$ cat src/ssq_pkg.sv
// step sequencer constants, types and register map
// Notes on behaviour
// - sixteen steps, each a sixteen-bit output pattern
// - output bits 0..15, steps numbered 1..16
// - one shared timebase, 0.01 s to 99.99 s
// - dwell equals 0.01 s times timebase times limit
// - timebase and step limits accept up to 9999
// - combined step: timer runs only while event true
// - limit reached: next step, outputs update at once
// - per step timer, event or combined condition
// - fewer steps and fewer outputs may be used
// - event point: input, output or relay type
// - four variants; timed-only has no events
// - word or bit outputs; masked variants gate bits
// - four counter words: count, timer, preset, step
// - timer word counts 0.01 s toward timebase
// - done bit sets on completion, clears on reset
// - reset loads preset step into current step
// - preset word changes by write or restart only
// - evaluated once per scan; timebase near scan
// - reset beats start; start off stops timer and event steps, jog still advances
// - jog edge advances, clears timer, combined variant
// - last step done: complete, hold, ignore start/jog
// - non-retentive run entry clears counters, loads preset
package ssq_pkg;
  localparam int STEPS = 16;
  localparam int OUTS = 16;
  localparam int DW = 16;
  localparam int AW = 8;
  localparam int TICK_NS = 10000000;
  localparam int CLK_NS = 40;
  localparam int TICK_CYC = TICK_NS / CLK_NS;
  localparam logic [DW-1:0] MAX_SETTING = 16'h270F;
  localparam logic [DW-1:0] STEP_FIRST = 16'h0001;
  localparam logic [DW-1:0] STEP_LAST = 16'h0010;
  // register indices
  localparam logic [AW-1:0] REG_CTRL = 8'h00;
  localparam logic [AW-1:0] REG_TIMEBASE = 8'h01;
  localparam logic [AW-1:0] REG_MASK = 8'h02;
  localparam logic [AW-1:0] REG_RELAY = 8'h03;
  localparam logic [AW-1:0] REG_STEP_COUNT = 8'h04;
  localparam logic [AW-1:0] REG_TICK_TIMER = 8'h05;
  localparam logic [AW-1:0] REG_PRESET = 8'h06;
  localparam logic [AW-1:0] REG_CURRENT = 8'h07;
  localparam logic [AW-1:0] REG_STATUS = 8'h08;
  localparam logic [3:0] PAGE_PATTERN = 4'h1;
  localparam logic [3:0] PAGE_LIMIT = 4'h2;
  localparam logic [3:0] PAGE_CFG = 4'h3;
  // control word fields
  localparam int CTRL_VAR_LSB = 0;
  localparam int CTRL_RET_BIT = 2;
  localparam int CTRL_LAST_LSB = 4;
  localparam int CTRL_PRE_LSB = 8;
  localparam logic [DW-1:0] CTRL_RESET = 16'h0FF0;
  // step config fields
  localparam int CFG_TIMER_BIT = 0;
  localparam int CFG_EVENT_BIT = 1;
  localparam int CFG_TYPE_LSB = 2;
  localparam int CFG_IDX_LSB = 4;
  localparam logic [DW-1:0] CFG_RESET = 16'h0001;
  localparam logic [DW-1:0] TIMEBASE_RESET = 16'h0001;
  localparam logic [DW-1:0] MASK_RESET = 16'hFFFF;
  localparam int ST_DONE_BIT = 0;
  localparam int ST_RUN_BIT = 1;
  localparam int ST_HOLD_BIT = 2;

  typedef enum logic [1:0] {
    VAR_TIMED,
    VAR_TIME_EVENT,
    VAR_MASKED_BIT,
    VAR_MASKED_WORD
  } ssq_variant_type;

  typedef enum logic [1:0] {
    EVT_INPUT,
    EVT_OUTPUT,
    EVT_RELAY,
    EVT_NONE
  } ssq_evt_src_type;

  typedef enum {SQ_HOLD, SQ_RUN, SQ_DONE} ssq_state_type;

  typedef struct packed {
    logic [AW-1:0] addr;
    logic [DW-1:0] wdata;
    logic wr;
    logic rd;
  } ssq_bus_req_type;

  typedef struct packed {
    logic start;
    logic seqReset;
    logic jog;
    logic runMode;
  } ssq_ctl_type;
endpackage

$ cat src/ssq_step_sequencer.sv
// sixteen-step output sequencer with timer and event transitions
//
// The plain strobed port and the register addresses were chosen for this implementation.
`timescale 1ns/10ps
module ssq_step_sequencer #(
  parameter int TICK_CYCLES = ssq_pkg::TICK_CYC
) (
  input wire logic clk, // 25 MHz
  input wire logic reset, // async, active high
  input wire ssq_pkg::ssq_bus_req_type busReq, // register access
  output logic [ssq_pkg::DW-1:0] rdata, // read data, cycle after rd
  input wire ssq_pkg::ssq_ctl_type ctlPins, // start, reset, jog, run
  input wire logic [ssq_pkg::OUTS-1:0] eventInputPoint, // event pins
  input wire logic scanStrobe, // one pulse per scan
  output logic [ssq_pkg::OUTS-1:0] seqOut, // step pattern outputs
  output logic cycleDone // done bit of first counter
);
  import ssq_pkg::*;

  typedef logic [$clog2(TICK_CYCLES)-1:0] ssq_pre_type;
  localparam ssq_pre_type PRE_LAST = ssq_pre_type'(TICK_CYCLES - 1);

  // synchronisers: first stage read only by second
  ssq_ctl_type ctlMeta_q, ctlSync_q;
  logic [OUTS-1:0] evtMeta_q, evtSync_q;
  logic jogPrev_q, runPrev_q;

  always_ff @(posedge clk or posedge reset) begin
    if (reset) begin
      ctlMeta_q <= '0;
      ctlSync_q <= '0;
    end else begin
      ctlMeta_q <= ctlPins;
      ctlSync_q <= ctlMeta_q;
    end
  end

  always_ff @(posedge clk or posedge reset) begin
    if (reset) begin
      evtMeta_q <= '0;
      evtSync_q <= '0;
    end else begin
      evtMeta_q <= eventInputPoint;
      evtSync_q <= evtMeta_q;
    end
  end

  // edge history taken from the synced copies, never the first stage
  always_ff @(posedge clk or posedge reset) begin
    if (reset) begin
      jogPrev_q <= 1'b0;
      runPrev_q <= 1'b0;
    end else begin
      jogPrev_q <= ctlSync_q.jog;
      runPrev_q <= ctlSync_q.runMode;
    end
  end

  // configuration registers
  logic [DW-1:0] ctrl_q, timebase_q, mask_q, relay_q;
  logic [DW-1:0] pattern_q [STEPS];
  logic [DW-1:0] limit_q [STEPS];
  logic [DW-1:0] stepCfg_q [STEPS];
  logic [DW-1:0] stepCount_q, tickTimer_q, presetStep_q, curStep_q;
  logic [OUTS-1:0] out_q;
  logic done_q;
  logic [DW-1:0] rdata_q;
  ssq_state_type state_q;
  ssq_pre_type pre_q;
  logic tickPend_q;

  logic wrEn;
  logic [3:0] wIdx;
  assign wrEn = busReq.wr;
  assign wIdx = busReq.addr[3:0];

  // values above 9999 saturate
  function automatic logic [DW-1:0] clampSet(input logic [DW-1:0] v);
    clampSet = (v > MAX_SETTING) ? MAX_SETTING : v;
  endfunction

  always_ff @(posedge clk or posedge reset) begin
    if (reset) begin
      ctrl_q <= CTRL_RESET;
      timebase_q <= TIMEBASE_RESET;
      mask_q <= MASK_RESET;
      relay_q <= '0;
    end else if (wrEn) begin
      unique case (busReq.addr)
        REG_CTRL: ctrl_q <= busReq.wdata;
        REG_TIMEBASE: timebase_q <= clampSet(busReq.wdata);
        REG_MASK: mask_q <= busReq.wdata;
        REG_RELAY: relay_q <= busReq.wdata;
        default: ;
      endcase
    end
  end

  // per-step tables
  generate
    for (genvar s = 0; s < STEPS; s++) begin : g_step
      always_ff @(posedge clk or posedge reset) begin
        if (reset) begin
          pattern_q[s] <= '0;
          limit_q[s] <= '0;
          stepCfg_q[s] <= CFG_RESET;
        end else if (wrEn && wIdx == 4'(s)) begin
          if (busReq.addr[7:4] == PAGE_PATTERN)
            pattern_q[s] <= busReq.wdata;
          if (busReq.addr[7:4] == PAGE_LIMIT)
            limit_q[s] <= clampSet(busReq.wdata);
          if (busReq.addr[7:4] == PAGE_CFG)
            stepCfg_q[s] <= busReq.wdata;
        end
      end
    end
  endgenerate

  // decoded control fields
  ssq_variant_type variant;
  logic retentive;
  logic [3:0] lastIdx, presetCfgIdx, curIdx;
  assign variant = ssq_variant_type'(ctrl_q[CTRL_VAR_LSB +: 2]);
  assign retentive = ctrl_q[CTRL_RET_BIT];
  assign lastIdx = ctrl_q[CTRL_LAST_LSB +: 4];
  assign presetCfgIdx = ctrl_q[CTRL_PRE_LSB +: 4];
  // steps 1..16 held as index 0..15
  assign curIdx = 4'(curStep_q - STEP_FIRST);

  // current step condition
  logic [DW-1:0] cfg;
  logic useTimer, useEvent, evtTrue;
  ssq_evt_src_type evtSrc;
  logic [3:0] evtIdx;
  assign cfg = stepCfg_q[curIdx];
  assign evtSrc = ssq_evt_src_type'(cfg[CFG_TYPE_LSB +: 2]);
  assign evtIdx = cfg[CFG_IDX_LSB +: 4];

  always_comb begin
    unique case (evtSrc)
      EVT_INPUT: evtTrue = evtSync_q[evtIdx];
      EVT_OUTPUT: evtTrue = out_q[evtIdx];
      EVT_RELAY: evtTrue = relay_q[evtIdx];
      EVT_NONE: evtTrue = 1'b0;
    endcase
  end

  always_comb begin
    if (variant == VAR_TIMED) begin
      useTimer = 1'b1;
      useEvent = 1'b0;
    end else begin
      useTimer = cfg[CFG_TIMER_BIT] | ~cfg[CFG_EVENT_BIT];
      useEvent = cfg[CFG_EVENT_BIT];
    end
  end

  // sequencing decisions; advance taken only on a scan, jog edge on any cycle
  logic runOk, timerRun, rollover, advance, jogEdge, runEntry, holdRst;
  logic [DW-1:0] tbEff;
  assign holdRst = ctlSync_q.seqReset;
  assign runOk = ctlSync_q.runMode && !holdRst && ctlSync_q.start
                 && state_q == SQ_RUN;
  assign timerRun = runOk && useTimer && (!useEvent || evtTrue);
  assign tbEff = (timebase_q == '0) ? TIMEBASE_RESET : timebase_q;
  assign rollover = timerRun && tickPend_q
                    && (tickTimer_q + STEP_FIRST >= tbEff);
  assign jogEdge = ctlSync_q.jog && !jogPrev_q && !holdRst
                   && variant == VAR_TIME_EVENT
                   && state_q == SQ_RUN;
  assign runEntry = ctlSync_q.runMode && !runPrev_q;
  always_comb begin
    advance = 1'b0;
    if (scanStrobe && runOk) begin
      if (useTimer)
        advance = stepCount_q >= limit_q[curIdx]
                  && (!useEvent || evtTrue);
      else
        advance = evtTrue;
    end
  end

  logic atLast;
  assign atLast = curIdx >= lastIdx;

  // 0.01 s prescaler; pending tick kept until the next scan, used or not
  always_ff @(posedge clk or posedge reset) begin
    if (reset) begin
      pre_q <= '0;
    end else begin
      pre_q <= (pre_q == PRE_LAST) ? '0 : pre_q + 1'b1;
    end
  end

  // a scan faster than the tick never loses one: set wins over clear
  always_ff @(posedge clk or posedge reset) begin
    if (reset) begin
      tickPend_q <= 1'b0;
    end else if (pre_q == PRE_LAST) begin
      tickPend_q <= 1'b1;
    end else if (scanStrobe) begin
      tickPend_q <= 1'b0;
    end
  end

  // shared qualifiers for the state and counter word blocks
  logic reload, cntWr, stepMove, lastMove;
  logic [DW-1:0] presetLoad;
  assign reload = runEntry && !retentive;
  assign cntWr = wrEn && busReq.addr[7:2] == REG_STEP_COUNT[7:2];
  assign stepMove = advance || jogEdge;
  assign lastMove = stepMove && atLast && !cntWr;
  assign presetLoad = DW'(presetCfgIdx) + STEP_FIRST;

  // sequencer state
  always_ff @(posedge clk or posedge reset) begin
    if (reset) begin
      state_q <= SQ_HOLD;
    end else if (reload) begin
      state_q <= SQ_RUN;
    end else if (holdRst) begin
      state_q <= SQ_HOLD;
    end else if (lastMove) begin
      state_q <= SQ_DONE;
    end else if (!cntWr && state_q == SQ_HOLD) begin
      state_q <= SQ_RUN;
    end
  end

  // completion flag; a held sequencer reset wins over completion
  always_ff @(posedge clk or posedge reset) begin
    if (reset) begin
      done_q <= 1'b0;
    end else if (reload || holdRst) begin
      done_q <= 1'b0;
    end else if (lastMove) begin
      done_q <= 1'b1;
    end
  end

  // counts in step
  always_ff @(posedge clk or posedge reset) begin
    if (reset) begin
      stepCount_q <= '0;
    end else if (reload || holdRst) begin
      stepCount_q <= '0;
    end else if (cntWr) begin
      if (busReq.addr[1:0] == REG_STEP_COUNT[1:0])
        stepCount_q <= busReq.wdata;
    end else if (stepMove) begin
      stepCount_q <= '0;
    end else if (scanStrobe && rollover && stepCount_q < MAX_SETTING) begin
      stepCount_q <= stepCount_q + STEP_FIRST;
    end
  end

  // sub-count timer
  always_ff @(posedge clk or posedge reset) begin
    if (reset) begin
      tickTimer_q <= '0;
    end else if (reload || holdRst) begin
      tickTimer_q <= '0;
    end else if (cntWr) begin
      if (busReq.addr[1:0] == REG_TICK_TIMER[1:0])
        tickTimer_q <= busReq.wdata;
    end else if (stepMove || (scanStrobe && rollover)) begin
      tickTimer_q <= '0;
    end else if (scanStrobe && timerRun && tickPend_q) begin
      tickTimer_q <= tickTimer_q + STEP_FIRST;
    end
  end

  // preset step word, written only by software or a fresh run entry
  always_ff @(posedge clk or posedge reset) begin
    if (reset) begin
      presetStep_q <= STEP_FIRST;
    end else if (reload) begin
      presetStep_q <= presetLoad;
    end else if (!holdRst && cntWr
                 && busReq.addr[1:0] == REG_PRESET[1:0]) begin
      presetStep_q <= busReq.wdata;
    end
  end

  // current step number
  always_ff @(posedge clk or posedge reset) begin
    if (reset) begin
      curStep_q <= STEP_FIRST;
    end else if (reload) begin
      curStep_q <= presetLoad;
    end else if (holdRst) begin
      curStep_q <= presetStep_q;
    end else if (cntWr) begin
      if (busReq.addr[1:0] == REG_CURRENT[1:0])
        curStep_q <= busReq.wdata;
    end else if (stepMove && !atLast) begin
      curStep_q <= curStep_q + STEP_FIRST;
    end
  end

  // outputs follow the current step while in run mode
  logic [OUTS-1:0] pat;
  assign pat = pattern_q[curIdx];
  always_ff @(posedge clk or posedge reset) begin
    if (reset) begin
      out_q <= '0;
    end else if (!ctlSync_q.runMode) begin
      out_q <= '0;
    end else begin
      unique case (variant)
        VAR_TIMED, VAR_TIME_EVENT: out_q <= pat & mask_q;
        // discrete coils under a cleared mask bit are left alone
        VAR_MASKED_BIT: out_q <= (pat & mask_q) | (out_q & ~mask_q);
        VAR_MASKED_WORD: out_q <= pat & mask_q;
      endcase
    end
  end

  // read path, data one cycle after the strobe
  logic [DW-1:0] rdMux;
  always_comb begin
    rdMux = '0;
    unique case (busReq.addr[7:4])
      4'h0: begin
        unique case (busReq.addr[3:0])
          REG_CTRL[3:0]: rdMux = ctrl_q;
          REG_TIMEBASE[3:0]: rdMux = timebase_q;
          REG_MASK[3:0]: rdMux = mask_q;
          REG_RELAY[3:0]: rdMux = relay_q;
          REG_STEP_COUNT[3:0]: rdMux = stepCount_q;
          REG_TICK_TIMER[3:0]: rdMux = tickTimer_q;
          REG_PRESET[3:0]: rdMux = presetStep_q;
          REG_CURRENT[3:0]: rdMux = curStep_q;
          REG_STATUS[3:0]: begin
            rdMux[ST_DONE_BIT] = done_q;
            rdMux[ST_RUN_BIT] = state_q == SQ_RUN;
            rdMux[ST_HOLD_BIT] = state_q == SQ_HOLD;
          end
          default: rdMux = '0;
        endcase
      end
      PAGE_PATTERN: rdMux = pattern_q[wIdx];
      PAGE_LIMIT: rdMux = limit_q[wIdx];
      PAGE_CFG: rdMux = stepCfg_q[wIdx];
      default: rdMux = '0;
    endcase
  end

  always_ff @(posedge clk or posedge reset) begin
    if (reset)
      rdata_q <= '0;
    else
      rdata_q <= busReq.rd ? rdMux : '0;
  end

  assign rdata = rdata_q;
  assign seqOut = out_q;
  assign cycleDone = done_q;
endmodule

$ cat config.mk
export PLATFORM = sky130hd
export DESIGN_NAME = ssq_step_sequencer
export DESIGN_NICKNAME = d
export VERILOG_FILES = /design/src/ssq_pkg.sv /design/src/ssq_step_sequencer.sv
export SDC_FILE = /design/constraint.sdc
export NUM_CORES = 2
export LEC_CHECK = 0
export BUFFER_PORTS_ARGS = -buffer_cell sky130_fd_sc_hd__buf_2
export CORE_ASPECT_RATIO = 0.8
export CORE_UTILIZATION = 40
export CTS_BUF_LIST = sky130_fd_sc_hd__clkbuf_16
export CTS_CLUSTER_DIAMETER = 60
export DETAILED_ROUTE_END_ITERATION = 8
export HOLD_SLACK_MARGIN = 0.08
export PLACE_DENSITY = 0.55
export SLEW_MARGIN = 40
export SYNTH_ARGS = -nofsm -noshare
export SYNTH_HDL_FRONTEND = slang
export SYNTH_SLANG_ARGS = --single-unit
$ cat constraint.sdc
create_clock -name clk -period 26.6 [get_ports clk]
set_clock_uncertainty 0.15 [all_clocks]
set_input_delay 0 -clock clk [delete_from_list [all_inputs] [get_ports clk]]
set_output_delay 0 -clock clk [all_outputs]
set_load 0.01 [all_outputs]
==> flow_metrics.env <==
export IMPL_rsz0062_at_grt="no"
export IMPL_cp_end_kind="flop"
export IMPL_num_rows=116
export IMPL_syn_inst=3843
export IMPL_instances_no_fill=5621
export IMPL_maxSlewHeadroom_pct=40.2
export IMPL_ios=82
export IMPL_core_area_um2=126000
export IMPL_grt_pass1_wl_um=251000
export IMPL_p_leak_nw=25.4
export IMPL_critical_path_buf_inv_count=3
export IMPL_setup_viol=0
export IMPL_syn_num_nets=3934
export IMPL_status="finished clean"
export IMPL_synth_cell_types=86
export IMPL_clk_pin_slew_ps=70
export IMPL_synth_edf_count=0
export IMPL_hp_class="input pin to flop"
export IMPL_maxSlewViolCount=0
export IMPL_hold_viol_final=0
export IMPL_fmax_mhz=142
export IMPL_num_vias=35347
export IMPL_max_stage_delay_ps=1170
export IMPL_nFillCells=11314
export IMPL_numCtsBuffers=106
export IMPL_tightest_slew_ps=893
export IMPL_path_max_fanout=46
export IMPL_critPathSlowestCell="dfstp_4"
export IMPL_r2r_start="curStep_q[0]$_DFFE_PP1P_"
export IMPL_drv_cap=0
export IMPL_ys_seq_area_share_pct=48.7
export IMPL_critical_path_top_delay_family="multiplexers"
export IMPL_fin_setup_tns_ps=0
export IMPL_syn2layout_area_growth_pct=12.7
export IMPL_ff_latch_area_um2=24900
export IMPL_grtUsageTotal_pct=26.5
export IMPL_port_buffers=81
export IMPL_antenna_found_initial=8
export IMPL_die_y_um=322
export IMPL_multiInputGateArea_um2=24900
export IMPL_yosys_warnings=0
export IMPL_overflow=0
export IMPL_start_util_pct=40.6
export IMPL_synthAdderAreaFrac_pct=1.03
export IMPL_reg2reg_depth=17
export IMPL_fin_nets=3971
export IMPL_hpwlAfterDp_um=107000
export IMPL_wl_per_cell_um=30.3
export IMPL_detail_route_antenna_nets=0
export IMPL_cts_sinks=992
export IMPL_path_depth=17
export IMPL_synth_ff_type="dfrtp_1"
export IMPL_worstPathRequired_ps=27080
export IMPL_avgSynthCellArea_um2=13.3
export IMPL_final_area_um2=57600
export IMPL_arrival_ps=7500
export IMPL_r2r_end="tickTimer_q[15]$_DFFE_PP0P_"
export IMPL_drive_above_1_share_pct=36.4
export IMPL_drt_pass1_iter_count=6
export IMPL_grt_max_degree=150
export IMPL_ys_ff_latch=992
export IMPL_vdd_drop_max_mv=0.0717
export IMPL_path_class="flop to flop"
export IMPL_postLayoutCoreUtil_pct=45.7
export IMPL_place_area_um2=53500
export IMPL_dieArea_um2=129000
export IMPL_period_minus_slack_ps=7020
export IMPL_post_cts_resized=0
export IMPL_reg2reg_setup_slack_ps=19580
export IMPL_first_iter_violations=4278
export IMPL_place_congestion=0.988
export IMPL_synth_simple_gate_area_share_pct=6.27
export IMPL_first_global_vias=34545
export IMPL_synth_xor_area_share_pct=0.803
export IMPL_netlist_area_um2=51100
export IMPL_worstPathCellList="inv_1 -> ha_4 -> buf_4 -> mux4_2 -> mux4_2 -> ha_1 -> nand2b_1 -> a21o_1 -> a21o_1 -> a211oi_1 -> o21ai_0 -> a211o_1 -> a211oi_2 -> a2111oi_4 -> nor3_2 -> buf_4 -> mux2_2"
export IMPL_htree_num_levels=3
export IMPL_powerDensity_nw_per_um2=69.1
export IMPL_post_route_drc_count=0
export IMPL_dieWidth_um=402
export IMPL_cts_root_buf="clkbuf_16"
export IMPL_post_cts_setup_buffers=0
export IMPL_period_share_pct=26.4
export IMPL_wl_um=170000
export IMPL_async_flop_share_pct=100
export IMPL_synth_top_family_by_area="multiplexers"
export IMPL_cp_start_kind="flop"
export IMPL_dp_cells=5351
export IMPL_via_per_inst=6.29
export IMPL_clock_latency_ps=740
export IMPL_cts_buffer_depth=3
export IMPL_tritoncts="built"
export IMPL_startpoint="curStep_q[0]$_DFFE_PP1P_"
export IMPL_synth_mux_area_fraction_pct=32.7
export IMPL_synth_compound_area_share_pct=7.43
export IMPL_endpoint="tickTimer_q[15]$_DFFE_PP0P_"
metrics by stage:
| step | hold WS, ps | power, mW | setup slack (ps) |
|---|---|---|---|
| after global placement | -42.3 | 2.54 | 19650 |
| after detailed placement | -40.6 | 2.55 | 19570 |
| after floorplan | -119 | 2.28 | 12820 |
| after CTS | 118 | 4.01 | 19580 |
| final | 172 | 3.98 | 19580 |
| after global routing | 217 | 4.13 | 19210 |
Yosys cell counts (43+ instances only):
master / n / area [um2]
nand2_1: 338 / 1270
mux2_2: 565 / 6360
mux4_2: 418 / 9410
nor2_1: 151 / 567
nand3_1: 65 / 325
dfstp_2: 43 / 1130
inv_1: 59 / 221
o21ai_0: 272 / 1360
a31oi_1: 46 / 288
a22oi_1: 49 / 368
clkbuf_1: 277 / 1040
dfrtp_1: 949 / 23700
a21oi_1: 97 / 485
flip-flops by register name, summed over array words and instances, names as in the netlist, 18 cells and up:
register / flops
limit_q: 256
pattern_q: 256
stepCfg_q: 256
pre_q: 18
routing by layer:
| metal | GRT usage (%) | share of wire, % | vias to the layer above | wire, um |
|---|---|---|---|---|
| met5 | 0 | 0 | - | 0 |
| met4 | 8.04 | 3.2 | 0 | 5410 |
| met3 | 6.34 | 9.7 | 310 | 16600 |
| met2 | 37.2 | 42 | 1798 | 71400 |
| met1 | 40.2 | 45 | 18670 | 76800 |
| li1 | - | - | 14569 | - |
how the worst min path moves through the flow:
| stage | cells past startpoint | start | to | slack [ps] |
|---|---|---|---|---|
| CTS | 4 | busReq[24] | rdata[10]$_DFF_PP0_ | 120 |
| finish | 6 | busReq[18] | curStep_q[0]$_DFFE_PP1P_ | 170 |
| global placement | 1 | eventInputPoint[1] | evtMeta_q[1]$_DFF_PP0_ | -40 |
| detailed placement | 1 | eventInputPoint[4] | evtMeta_q[4]$_DFF_PP0_ | -40 |
| floorplan | 0 | ctlPins[0] | ctlMeta_q[0]$_DFF_PP0_ | -120 |
| global route | 0 | evtMeta_q[1]$_DFF_PP0_ | evtSync_q[1]$_DFF_PP0_ | 220 |
worst min-delay path, delay by kind of cell:
kind | cells | cell delay (ps)
AO/OA/AOI/OAI | 3 | 430
buffers and inverters | 2 | 470
AND/OR/NAND/NOR | 1 | 120
layout by cell type (no fill, tap or decap), types with 45 or more instances in the layout:
| cell type | Yosys | final |
|---|---|---|
| mux2_2 | 565 | 565 |
| a21oi_1 | 97 | 97 |
| mux4_2 | 418 | 418 |
| clkbuf_16 | 0 | 108 |
| nor2_1 | 151 | 122 |
| dfrtp_1 | 949 | 949 |
| buf_2 | 8 | 73 |
| o21ai_0 | 272 | 270 |
| a31oi_1 | 46 | 45 |
| buf_4 | 5 | 91 |
| nand2_1 | 338 | 335 |
| nand3_1 | 65 | 56 |
| dlygate4sd3_1 | 0 | 68 |
| a22oi_1 | 49 | 49 |
| inv_1 | 59 | 78 |
area by class of cell:
| cell class | instances | area share, % |
|---|---|---|
| multi-input cells | 2458 | 43.2 |
| flip-flops and latches | 992 | 43.2 |
| clock buffers | 108 | 4.69 |
| repair buffers | 261 | 3.85 |
| well taps | 1652 | 3.59 |
| clock inverters | 88 | 1.10 |
| inverters | 61 | 0.404 |
| diodes | 1 | 0.00434 |
report_power, final:
part           internal [mW]  total, mW  switching, mW
Clock                  0.796       1.45          0.650
Combinational          0.367      0.880          0.513
Sequential              1.58       1.66         0.0770
Total                   2.74       3.98           1.24
cell families after synthesis:
logic type | count (synthesis)
muxes | 1042
DFF | 992
AOI/OAI and AO/OA | 608
and+or+nand+nor | 720
xor gates and xnor gates | 46
adders and majority gates | 42
buffers and inverters | 393
timing repair:
| action | 4_1_cts | 5_1_grt |
|---|---|---|
| endpoints found under the hold margin | 1034 | 0 |
| hold buffers | 68 | 0 |
| setup endpoints to repair | 0 | 0 |
No activity file was read; power rests on OpenSTA's default activity.
